[src/tcvc_pkg.sv]
// constants, types and helpers of the thermocouple value correction block
package tcvc_pkg;
    ////////////////////////////////////////////////////////////////////////
    // clock and timing
    localparam int unsigned CLK_HZ = 200_000_000; // core clock rate
    localparam int unsigned MEAS_PER_CH = 3; // tc voltage, wire check, cold junction
    localparam int unsigned FILT_HZ_0 = 50; // notch frequency, code 0
    localparam int unsigned FILT_HZ_1 = 60; // notch frequency, code 1
    localparam int unsigned FILT_HZ_2 = 100; // notch frequency, code 2
    localparam int unsigned FILT_HZ_3 = 500; // notch frequency, code 3
    localparam int unsigned FILT_CYC_0 = CLK_HZ / FILT_HZ_0; // one filter period
    localparam int unsigned FILT_CYC_1 = CLK_HZ / FILT_HZ_1;
    localparam int unsigned FILT_CYC_2 = CLK_HZ / FILT_HZ_2;
    localparam int unsigned FILT_CYC_3 = CLK_HZ / FILT_HZ_3;
    localparam int unsigned CALC_TIME_US = 6000; // computing time per cycle
    localparam int unsigned CALC_CYC = (CLK_HZ / 1_000_000) * CALC_TIME_US;
    ////////////////////////////////////////////////////////////////////////
    // register index inside a channel block (address bits 3:0)
    localparam logic [3:0] REG_CTRL = 4'h0;
    localparam logic [3:0] REG_LIM1 = 4'h1;
    localparam logic [3:0] REG_LIM2 = 4'h2;
    localparam logic [3:0] REG_SCL_OFS = 4'h3;
    localparam logic [3:0] REG_SCL_GAIN = 4'h4;
    localparam logic [3:0] REG_UCAL_OFS = 4'h5;
    localparam logic [3:0] REG_UCAL_GAIN = 4'h6;
    localparam logic [3:0] REG_EXT_CJ = 4'h7;
    localparam logic [3:0] REG_STATUS = 4'h8;
    localparam logic [3:0] REG_VALUE = 4'h9;
    localparam logic [3:0] REG_RAW_TC = 4'ha;
    localparam logic [3:0] REG_RAW_CJ = 4'hb;
    localparam logic [3:0] REG_FCAL_OFS = 4'hc;
    localparam logic [3:0] REG_FCAL_GAIN = 4'hd;
    localparam logic [3:0] REG_FCAL_CJ = 4'he;
    ////////////////////////////////////////////////////////////////////////
    // control field positions
    localparam int CTRL_SCL_EN = 0; // user scaling enable
    localparam int CTRL_UCAL_EN = 1; // user calibration enable
    localparam int CTRL_FCAL_EN = 2; // factory calibration enable
    localparam int CTRL_FILT_EN = 3; // filter enable, stored only
    localparam int CTRL_CJ_LO = 4; // cold junction source, 2 bits
    localparam int CTRL_FILT_LO = 8; // filter code, 2 bits
    localparam logic [1:0] CJ_SRC_EXT = 2'h2; // master supplies cj temperature
    // status field positions
    localparam int ST_UNDER = 0;
    localparam int ST_OVER = 1;
    localparam int ST_LIM1_LO = 2;
    localparam int ST_LIM2_LO = 4;
    localparam int ST_ERR = 6;
    localparam int ST_WB = 7;
    localparam logic [1:0] LIM_ABOVE = 2'h1; // value above the limit
    localparam logic [1:0] LIM_BELOW = 2'h2; // value below the limit
    localparam logic [1:0] LIM_EQUAL = 2'h0; // value on the limit
    ////////////////////////////////////////////////////////////////////////
    // reset values and arithmetic
    localparam logic [11:0] CTRL_RST = 12'h004; // factory cal on
    localparam logic [31:0] SCL_GAIN_RST = 32'h0001_0000; // 65536 = unity
    localparam logic [31:0] UCAL_GAIN_RST = 32'h0000_4000; // 2^14 = unity
    localparam logic [15:0] VAL_MAX = 16'h7fff;
    localparam logic [15:0] VAL_MIN = 16'h8000;
    localparam int CAL_SHIFT = 14;
    localparam int SCL_SHIFT = 16;
    // sequencer states, gray from idle through compute time, not on the returns to TCVC_TC
    typedef enum logic [2:0] {
        TCVC_IDLE = 3'h0,
        TCVC_TC = 3'h1,
        TCVC_WB = 3'h3,
        TCVC_CJ = 3'h2,
        TCVC_UPD = 3'h6,
        TCVC_CALC = 3'h7
    } tcvc_state_t;
    // clamp a wide signed value to the signed 16 bit range
    function automatic logic signed [15:0] tcvc_sat16(input logic signed [63:0] x);
        if (x > $signed({{48{1'b0}}, VAL_MAX})) begin
            return VAL_MAX;
        end else if (x < $signed({{48{1'b1}}, VAL_MIN})) begin
            return VAL_MIN;
        end
        return x[15:0];
    endfunction : tcvc_sat16
endpackage : tcvc_pkg

[src/tcvc_corr_if.sv]
// carrier between the sequencer and the correction arithmetic
`timescale 1ns/1ps
`default_nettype none
interface tcvc_corr_if;
    logic signed [15:0] raw; // raw converter value
    logic signed [15:0] fofs; // factory offset
    logic signed [31:0] fgain; // factory gain
    logic signed [15:0] uofs; // user calibration offset
    logic signed [31:0] ugain; // user calibration gain
    logic signed [15:0] sofs; // user scaling offset
    logic signed [31:0] sgain; // user scaling gain
    logic fcal_en; // stage enables
    logic ucal_en;
    logic scl_en;
    logic signed [15:0] result; // corrected value
    modport src (output raw, fofs, fgain, uofs, ugain, sofs, sgain,
        fcal_en, ucal_en, scl_en, input result);
    modport eng (input raw, fofs, fgain, uofs, ugain, sofs, sgain,
        fcal_en, ucal_en, scl_en, output result);
endinterface : tcvc_corr_if
`default_nettype wire

[src/tcvc_corr.sv]
// fixed point correction chain: factory cal, user cal, user scaling
`timescale 1ns/1ps
`default_nettype none
module tcvc_corr (
    // operands and result
    tcvc_corr_if.eng c
);
    import tcvc_pkg::*;
    ////////////////////////////////////////////////////////////////////////
    logic signed [63:0] fprod; // factory product
    logic signed [63:0] uprod; // user cal product
    logic signed [63:0] sprod; // scaling product
    logic signed [15:0] y_h; // after factory cal
    logic signed [15:0] y_a; // after user cal
    // each stage is bypassed when disabled and clamps instead of wrapping
    always_comb begin
        fprod = (64'(c.raw) - 64'(c.fofs)) * 64'(c.fgain);
        y_h = c.fcal_en ? tcvc_sat16(fprod >>> CAL_SHIFT) : c.raw;
        uprod = (64'(y_h) - 64'(c.uofs)) * 64'(c.ugain);
        y_a = c.ucal_en ? tcvc_sat16(uprod >>> CAL_SHIFT) : y_h;
        // offset counts are in output units, gain 65536 is unity
        sprod = ((64'(y_a) * 64'(c.sgain)) >>> SCL_SHIFT) + 64'(c.sofs);
        c.result = c.scl_en ? tcvc_sat16(sprod) : y_a;
    end
endmodule : tcvc_corr
`default_nettype wire

[src/tcvc_top.sv]
// thermocouple value correction: sequencer, registers, limits, flags
//
// Contract
// - overrange sets over and error, clamps 0x7FFF
// - underrange sets under and error, clamps 0x8000
// - error led on at any range fault
// - notch filter always applied, enable ignored
// - filter frequency taken from channel one only
// - higher filter frequency, shorter conversion
// - cycle is channels x three x period plus compute; the code adds one update cycle per channel
// - three measurements per channel each cycle
// - two limit comparisons set limit fields
// - limits are tenths of a degree
// - factory calibration only when enabled
// - scaling offset adds in output units
// - scaling gain 65536 means unity
// - user calibration only when enabled
// - measure continuously, keep readable raw values
// - recompute enabled stages after each acquisition
// - factory value is (raw-offset)*gain/2^14
// - user value is (value-offset)*gain/2^14
// - final is value*gain/2^16 plus offset
// - factory offset and gain are fixed
// - source 2 uses master cold junction value
// - output signed 16 bit tenths of degree
// - no voltage sample during wire test current
`timescale 1ns/1ps
`default_nettype none
module tcvc_top #(
    parameter int NCH = 2, // number of channels
    parameter int unsigned FILT_CYC_A = tcvc_pkg::FILT_CYC_0, // filter periods
    parameter int unsigned FILT_CYC_B = tcvc_pkg::FILT_CYC_1,
    parameter int unsigned FILT_CYC_C = tcvc_pkg::FILT_CYC_2,
    parameter int unsigned FILT_CYC_D = tcvc_pkg::FILT_CYC_3,
    parameter int unsigned CALC_CYCLES = tcvc_pkg::CALC_CYC, // compute time
    parameter logic signed [15:0] TC_VOLTAGE_LIMIT_HI = 16'sh7000, // raw range
    parameter logic signed [15:0] TC_VOLTAGE_LIMIT_LO = -16'sh7000,
    parameter logic [15:0] FCAL_OFS = 16'h0000, // fixed factory data
    parameter logic [31:0] FCAL_GAIN = 32'h0000_4000,
    parameter logic [15:0] FCAL_CJ_OFS = 16'h0000
) (
    // clock and reset
    input wire logic clk,
    input wire logic rst,
    // register port
    input wire logic [7:0] reg_addr,
    input wire logic [31:0] reg_wdata,
    input wire logic reg_wr,
    input wire logic reg_rd,
    output logic [31:0] reg_rdata,
    // converter front end
    input wire logic [15:0] adc_data,
    input wire logic wb_open,
    output logic [1:0] meas_chan,
    output logic [1:0] meas_kind,
    output logic wb_current_en,
    output logic cycle_done,
    // indicator
    output logic error_led
);
    import tcvc_pkg::*;

    ////////////////////////////////////////////////////////////////////////
    // declarations
    localparam int CW = (NCH > 1) ? $clog2(NCH) : 1; // channel index width
    tcvc_state_t st_q; // sequencer state
    tcvc_state_t st_d;
    logic [CW-1:0] ch_q; // channel in progress
    logic [31:0] cnt_q; // cycles spent in a step
    logic [31:0] step_len; // length of the current step
    logic step_end; // last cycle of a step
    logic [11:0] ctrl_q [NCH]; // control per channel
    logic [15:0] lim1_q [NCH]; // limit 1, tenths of degree
    logic [15:0] lim2_q [NCH]; // limit 2
    logic [15:0] sofs_q [NCH]; // user scaling offset
    logic [31:0] sgain_q [NCH]; // user scaling gain
    logic [15:0] uofs_q [NCH]; // user cal offset
    logic [31:0] ugain_q [NCH]; // user cal gain
    logic [15:0] extcj_q [NCH]; // cold junction from master
    logic [15:0] raw_tc_q [NCH]; // raw tc voltage
    logic [15:0] raw_cj_q [NCH]; // raw cold junction
    logic [15:0] value_q [NCH]; // process value
    logic [7:0] stat_q [NCH]; // status byte
    logic [31:0] rdata_q; // read data
    logic [CW-1:0] reg_ch; // channel addressed
    logic reg_ch_ok; // address hits a channel
    logic signed [15:0] cj_temp; // cold junction temperature
    logic signed [15:0] proc_val; // value with cold junction
    logic over_now; // range faults of the channel in work
    logic under_now;
    logic [NCH-1:0] fault_vec; // range fault per channel
    tcvc_corr_if corr ();

    // period of one filter step for a two bit frequency code
    function automatic logic [31:0] filt_len(input logic [1:0] code);
        case (code)
            2'h0: return 32'(FILT_CYC_A);
            2'h1: return 32'(FILT_CYC_B);
            2'h2: return 32'(FILT_CYC_C);
            default: return 32'(FILT_CYC_D);
        endcase
    endfunction : filt_len

    // compare a value against a limit in the same tenths scale
    function automatic logic [1:0] lim_cmp(input logic [15:0] v, input logic [15:0] l);
        if ($signed(v) > $signed(l)) begin
            return LIM_ABOVE;
        end else if ($signed(v) < $signed(l)) begin
            return LIM_BELOW;
        end
        return LIM_EQUAL;
    endfunction : lim_cmp

    ////////////////////////////////////////////////////////////////////////
    // sequencer: per channel three filtered steps, then compute time

    // step length: filter period from channel one only, filter always on
    always_comb begin
        if (st_q == TCVC_CALC) begin
            step_len = 32'(CALC_CYCLES);
        end else if (st_q == TCVC_TC || st_q == TCVC_WB || st_q == TCVC_CJ) begin
            step_len = filt_len(ctrl_q[0][CTRL_FILT_LO +: 2]);
        end else begin
            step_len = 32'h0000_0001; // idle and update last one cycle
        end
        step_end = (cnt_q >= step_len - 32'h0000_0001);
    end

    // next state
    always_comb begin
        st_d = st_q;
        case (st_q)
            TCVC_IDLE: begin
                st_d = TCVC_TC;
            end
            TCVC_TC: begin
                if (step_end) begin
                    st_d = TCVC_WB;
                end
            end
            TCVC_WB: begin
                if (step_end) begin
                    st_d = TCVC_CJ;
                end
            end
            TCVC_CJ: begin
                if (step_end) begin
                    st_d = TCVC_UPD;
                end
            end
            TCVC_UPD: begin
                // last channel goes to compute time, others continue
                st_d = (ch_q == CW'(NCH - 1)) ? TCVC_CALC : TCVC_TC;
            end
            TCVC_CALC: begin
                if (step_end) begin
                    st_d = TCVC_TC;
                end
            end
            default: begin
                st_d = TCVC_IDLE;
            end
        endcase
    end

    // state register
    always_ff @(posedge clk) begin
        if (rst) begin
            st_q <= TCVC_IDLE;
        end else begin
            st_q <= st_d;
        end
    end

    // step counter restarts on every state change
    always_ff @(posedge clk) begin
        if (rst || st_d != st_q) begin
            cnt_q <= 32'h0000_0000;
        end else begin
            cnt_q <= cnt_q + 32'h0000_0001;
        end
    end

    // channel index advances after each update
    always_ff @(posedge clk) begin
        if (rst) begin
            ch_q <= '0;
        end else if (st_q == TCVC_UPD) begin
            ch_q <= (ch_q == CW'(NCH - 1)) ? '0 : ch_q + CW'(1);
        end
    end

    // front end steering
    assign meas_chan = 2'(ch_q);
    assign meas_kind = (st_q == TCVC_TC) ? 2'h1 : (st_q == TCVC_WB) ? 2'h2 : (st_q == TCVC_CJ) ? 2'h3 : 2'h0;
    assign wb_current_en = (st_q == TCVC_WB);
    assign cycle_done = (st_q == TCVC_CALC) && step_end;

    ////////////////////////////////////////////////////////////////////////
    // raw capture at the end of the voltage and cold junction steps

    always_ff @(posedge clk) begin
        if (rst) begin
            for (int i = 0; i < NCH; i++) begin
                raw_tc_q[i] <= 16'h0000;
                raw_cj_q[i] <= 16'h0000;
            end
        end else if (step_end) begin
            // the tc voltage is taken only in its own step, never while
            // the wire test current flows
            if (st_q == TCVC_TC) begin
                raw_tc_q[ch_q] <= adc_data;
            end
            if (st_q == TCVC_CJ) begin
                raw_cj_q[ch_q] <= adc_data;
            end
        end
    end

    ////////////////////////////////////////////////////////////////////////
    // correction of the channel in work

    // operands of the arithmetic, factory data fixed by parameters
    always_comb begin
        corr.raw = raw_tc_q[ch_q];
        corr.fofs = FCAL_OFS;
        corr.fgain = FCAL_GAIN;
        corr.uofs = uofs_q[ch_q];
        corr.ugain = ugain_q[ch_q];
        corr.sofs = sofs_q[ch_q];
        corr.sgain = sgain_q[ch_q];
        corr.fcal_en = ctrl_q[ch_q][CTRL_FCAL_EN];
        corr.ucal_en = ctrl_q[ch_q][CTRL_UCAL_EN];
        corr.scl_en = ctrl_q[ch_q][CTRL_SCL_EN];
    end

    tcvc_corr tcvc_corr_i (
        .c(corr.eng)
    );

    // cold junction from master or from the own measurement
    always_comb begin
        if (ctrl_q[ch_q][CTRL_CJ_LO +: 2] == CJ_SRC_EXT) begin
            cj_temp = extcj_q[ch_q];
        end else if (ctrl_q[ch_q][CTRL_FCAL_EN]) begin
            cj_temp = tcvc_sat16(64'($signed(raw_cj_q[ch_q])) - 64'($signed(FCAL_CJ_OFS)));
        end else begin
            cj_temp = raw_cj_q[ch_q];
        end
        proc_val = tcvc_sat16(64'(corr.result) + 64'(cj_temp));
        over_now = $signed(raw_tc_q[ch_q]) > TC_VOLTAGE_LIMIT_HI;
        under_now = $signed(raw_tc_q[ch_q]) < TC_VOLTAGE_LIMIT_LO;
    end

    // result and status update once per channel per cycle
    always_ff @(posedge clk) begin
        if (rst) begin
            for (int i = 0; i < NCH; i++) begin
                value_q[i] <= 16'h0000;
                stat_q[i] <= 8'h00;
            end
        end else if (st_q == TCVC_UPD) begin
            // past the range the value is forced to the clamp value
            if (over_now) begin
                value_q[ch_q] <= VAL_MAX;
            end else if (under_now) begin
                value_q[ch_q] <= VAL_MIN;
            end else begin
                value_q[ch_q] <= proc_val;
            end
            stat_q[ch_q][ST_OVER] <= over_now;
            stat_q[ch_q][ST_UNDER] <= under_now;
            stat_q[ch_q][ST_ERR] <= over_now | under_now | wb_open;
            stat_q[ch_q][ST_WB] <= wb_open;
            stat_q[ch_q][ST_LIM1_LO +: 2] <= lim_cmp(proc_val, lim1_q[ch_q]);
            stat_q[ch_q][ST_LIM2_LO +: 2] <= lim_cmp(proc_val, lim2_q[ch_q]);
        end
    end

    // red indicator follows any range fault
    always_comb begin
        for (int i = 0; i < NCH; i++) begin
            fault_vec[i] = stat_q[i][ST_OVER] | stat_q[i][ST_UNDER];
        end
    end
    assign error_led = |fault_vec;

    ////////////////////////////////////////////////////////////////////////
    // register port

    // address decode: upper nibble is the channel
    assign reg_ch = CW'(reg_addr[7:4]);
    assign reg_ch_ok = (reg_addr[7:4] < 4'(NCH));

    // software writable configuration
    always_ff @(posedge clk) begin
        if (rst) begin
            for (int i = 0; i < NCH; i++) begin
                ctrl_q[i] <= CTRL_RST;
                lim1_q[i] <= 16'h0000;
                lim2_q[i] <= 16'h0000;
                sofs_q[i] <= 16'h0000;
                sgain_q[i] <= SCL_GAIN_RST;
                uofs_q[i] <= 16'h0000;
                ugain_q[i] <= UCAL_GAIN_RST;
                extcj_q[i] <= 16'h0000;
            end
        end else if (reg_wr && reg_ch_ok) begin
            case (reg_addr[3:0])
                REG_CTRL: ctrl_q[reg_ch] <= reg_wdata[11:0];
                REG_LIM1: lim1_q[reg_ch] <= reg_wdata[15:0];
                REG_LIM2: lim2_q[reg_ch] <= reg_wdata[15:0];
                REG_SCL_OFS: sofs_q[reg_ch] <= reg_wdata[15:0];
                REG_SCL_GAIN: sgain_q[reg_ch] <= reg_wdata;
                REG_UCAL_OFS: uofs_q[reg_ch] <= reg_wdata[15:0];
                REG_UCAL_GAIN: ugain_q[reg_ch] <= reg_wdata;
                REG_EXT_CJ: extcj_q[reg_ch] <= reg_wdata[15:0];
                default: begin
                    // read only and unmapped: write ignored
                end
            endcase
        end
    end

    // read data, valid the cycle after the strobe, zero elsewhere
    always_ff @(posedge clk) begin
        if (rst || !reg_rd || !reg_ch_ok) begin
            rdata_q <= 32'h0000_0000;
        end else begin
            case (reg_addr[3:0])
                REG_CTRL: rdata_q <= {20'h0_0000, ctrl_q[reg_ch]};
                REG_LIM1: rdata_q <= {16'h0000, lim1_q[reg_ch]};
                REG_LIM2: rdata_q <= {16'h0000, lim2_q[reg_ch]};
                REG_SCL_OFS: rdata_q <= {16'h0000, sofs_q[reg_ch]};
                REG_SCL_GAIN: rdata_q <= sgain_q[reg_ch];
                REG_UCAL_OFS: rdata_q <= {16'h0000, uofs_q[reg_ch]};
                REG_UCAL_GAIN: rdata_q <= ugain_q[reg_ch];
                REG_EXT_CJ: rdata_q <= {16'h0000, extcj_q[reg_ch]};
                REG_STATUS: rdata_q <= {24'h00_0000, stat_q[reg_ch]};
                REG_VALUE: rdata_q <= {16'h0000, value_q[reg_ch]};
                REG_RAW_TC: rdata_q <= {16'h0000, raw_tc_q[reg_ch]};
                REG_RAW_CJ: rdata_q <= {16'h0000, raw_cj_q[reg_ch]};
                REG_FCAL_OFS: rdata_q <= {16'h0000, FCAL_OFS};
                REG_FCAL_GAIN: rdata_q <= FCAL_GAIN;
                REG_FCAL_CJ: rdata_q <= {16'h0000, FCAL_CJ_OFS};
                default: rdata_q <= 32'h0000_0000;
            endcase
        end
    end
    assign reg_rdata = rdata_q;
endmodule : tcvc_top
`default_nettype wire

[config.mk]
export PLATFORM = sky130hd
export DESIGN_NAME = tcvc_top
export DESIGN_NICKNAME = d
export VERILOG_FILES = /design/src/tcvc_pkg.sv /design/src/tcvc_corr_if.sv /design/src/tcvc_corr.sv /design/src/tcvc_top.sv
export SDC_FILE = /design/constraint.sdc
export NUM_CORES = 2
export LEC_CHECK = 0
export BUFFER_PORTS_ARGS = -buffer_cell sky130_fd_sc_hd__clkbuf_2
export CORE_UTILIZATION = 45
export DETAILED_ROUTE_END_ITERATION = 10
export GPL_TIMING_DRIVEN = 0
export PLACE_DENSITY_LB_ADDON = 0.3
export SLEW_MARGIN = 25
export SYNTH_ARGS = -nofsm -noshare
export SYNTH_HDL_FRONTEND = slang
export SYNTH_SLANG_ARGS = --single-unit
export TNS_END_PERCENT = 1
[constraint.sdc]
create_clock -name clk -period 28.8 [get_ports clk]
set_clock_uncertainty 0.05 [all_clocks]
set_input_delay 1.44 -clock clk [delete_from_list [all_inputs] [get_ports clk]]
set_output_delay 1.44 -clock clk [all_outputs]
set_load 0.03 [all_outputs]
==> flow_metrics.env <==
export IMPL_ys_seq_area_share_pct=21.8
export IMPL_antenna_found_initial=20
export IMPL_gp_congestion=1.04
export IMPL_fp_dieH_um=381
export IMPL_status="complete, no violations"
export IMPL_multi_input_area_mm2=0.0462
export IMPL_area_growth_syn_to_layout_pct=9.72
export IMPL_drt_total_wl_mm=250
export IMPL_hold_depth=1
export IMPL_cts_root_buffer="clkbuf_16"
export IMPL_grt_usage_pct=34.6
export IMPL_worst_setup_path_end_kind="flop"
export IMPL_syn_area_mm2=0.0648
export IMPL_die_area_mm2=0.145
export IMPL_hold_start="cnt_q[0]"
export IMPL_synthArstFlopShare_pct=0
export IMPL_crit_fanout=13
export IMPL_drc_errors=0
export IMPL_synth_cell_type_count=89
export IMPL_cp_arrival_ns=28.03
export IMPL_synth_top_area_share_pct=31.2
export IMPL_synth_top_area_cell="fa_1"
export IMPL_cap_violations=0
export IMPL_syn_area_per_cell_um2=9.55
export IMPL_critPathRequiredTime_ns=29.14
export IMPL_fill_cells=13400
export IMPL_io_pins=100
export IMPL_tightestPinTransition_ns=1.18
export IMPL_cts_hold_buf=0
export IMPL_rrSetupSlack_ns=1.11
export IMPL_final_util_pct=50.0
export IMPL_antenna_left=0
export IMPL_pre_cts_ws_ns=-7.85
export IMPL_fin_crit_ns=27.69
export IMPL_synth_common_cells="inv_1 (1134), fa_1 (1008), nand2_1 (768)"
export IMPL_maxSlewViolCount=0
export IMPL_first_global_vias=53100
export IMPL_fin_cells=8933
export IMPL_dp_cells=8792
export IMPL_synth_edf_count=424
export IMPL_h_tree_depth=2
export IMPL_yosysMostFrequentCell="inv_1"
export IMPL_grt_max_degree=33
export IMPL_nets=8421
export IMPL_clk_pin_slew_ns=0.07
export IMPL_cts_tree="yes"
export IMPL_numCtsBuffers=50
export IMPL_syn_inst=6785
export IMPL_die_width_um=381
export IMPL_synth_ff_type="edfxtp_1"
export IMPL_num_vias=52100
export IMPL_post_drt_via_cell_ratio=5.84
export IMPL_synth_area_top_cells="fa_1 (31%), edfxtp_1 (20%), ha_1 (6.9%), inv_1 (6.6%), and2_1 (4.5%)"
export IMPL_r2r_end="stat_q[1][2]"
export IMPL_drive_gt1_share_pct=8.75
export IMPL_firstDrtPassIters=9
export IMPL_relSlewSlack_pct=21.2
export IMPL_min_delay_worst_endpoint="cnt_q[0]"
export IMPL_r2r_cells=117
export IMPL_setup_viol=0
export IMPL_io_buffers=95
export IMPL_cts_sinks=493
export IMPL_clockBufferDepth=3
export IMPL_min_path_type="reg -> reg"
export IMPL_critical_path_class="reg -> reg"
export IMPL_yosysWarnings=0
export IMPL_fin_ws_ns=1.11
export IMPL_fin_hold_ws_ns=0.446
export IMPL_start_kind="flop"
export IMPL_dp_final_hpwl_mm=205
export IMPL_fmax_mhz=36.1
export IMPL_rows=138
export IMPL_start_util_pct=45.6
export IMPL_wl_per_cell_um=28.0
export IMPL_final_hold_violation_count=0
export IMPL_seq_area_mm2=0.0141
export IMPL_core_area_mm2=0.142
export IMPL_overflow=0
export IMPL_slowest_stage="clkbuf_1"
export IMPL_cp_slowest_stage_delay_ns=0.84
export IMPL_crit_top_cell="fa_1"
export IMPL_period_share_pct=96.1
export IMPL_dr_first_iter_drc_count=5796
export IMPL_grt_pass1_wl_mm=364
export IMPL_yosys_register_bits=493
export IMPL_insertion_delay_ns=0.65
[cells by family after synthesis]
group                    Yosys count  share of synthesized area, %
AND/OR/NAND/NOR                 2214                          16.1
buffers and inverters           1453                          8.45
adder cells (fa/ha/maj)         1366                          38.1
AO/OA/AOI/OAI                    760                          7.64
flip-flops                       493                          21.8
multiplexers                     333                          5.66
XOR/XNOR                         164                          2.24
other                              2                        0.0116
[repair_timing]
action | CTS | global route
buffers inserted | 25 | 37
endpoints found under the setup margin | 40 | 38
pin swaps | 19 | 23
gates cloned | 0 | 1
resized for setup | 189 | 112
[worst max-delay path: cells and delay by family, from the launching register on]
family | cells | cell delay [ns]
mux | 1 | 0.27
compound gates | 49 | 9.69
fa+ha+maj | 19 | 8.31
flops | 1 | 0.36
simple gates | 23 | 4.26
xor+xnor | 3 | 0.61
buf+inv | 22 | 3.80
[metal layers]
layer	global-route usage [%]	wire length, um	vias to the layer above
met4	16.1	14500	16
met1	45.9	97000	26400
li1	-	-	22100
met3	8.67	28200	588
met2	53.1	110000	2995
met5	0	105	-
[worst max-delay path by stage]
stage	slack, ns	cells after the start	start	end
5_1_grt	-0.01	129	flop	stat_q[1][2]
3_5_place_dp	-7.85	123	flop	stat_q[1][2]
4_1_cts	0.003	129	flop	stat_q[0][4]
2_1_floorplan	1.89	126	flop	stat_q[1][2]
3_3_place_gp	-10.06	123	flop	stat_q[1][4]
6_report	1.11	117	flop	stat_q[1][2]
[layout by cell type (no fill, tap or decap), types with 94 or more instances in the layout]
master    instances
fa_1           1003
ha_1            342
mux2i_1         199
clkbuf_1        221
nor2_1          559
clkbuf_2        127
nand2_1         767
a21oi_1         191
xnor2_1          94
inv_1          1134
edfxtp_1        424
o21ai_0         108
and2_1          462
[cell type report]
type	count	area share, %
Multi-Input combinational cell	4848	65.0
Sequential cell	493	19.9
Tap cell	1890	3.33
Timing Repair Buffer	171	1.58
Inverter	1137	6.02
Clock inverter	24	0.285
Clock buffer	70	1.95
Antenna cell	7	0.0246
Buffer	293	1.96
[flip-flops by register name, indices dropped and copies added (netlist names), 32 cells and up, named ones only]
register / cells
raw_cj_q: 32
sofs_q: 32
sgain_q: 64
lim1_q: 32
lim2_q: 32
extcj_q: 32
value_q: 32
ugain_q: 64
cnt_q: 32
raw_tc_q: 32
uofs_q: 32
reg_rdata: 32
[metrics by stage]
| step | cell area (um2) | setup TNS (ns) |
|---|---|---|
| after CTS | 70400 | 0 |
| after detailed placement | 68000 | -240.50 |
| after global routing | 71000 | -0.0119 |
| after floorplan | 64800 | 0 |
| after global placement | 67600 | -331.33 |
| final | 71100 | 0 |
Power is not shown: default switching activity piles up to over one toggle a cycle in this logic, so the estimate is an artifact.
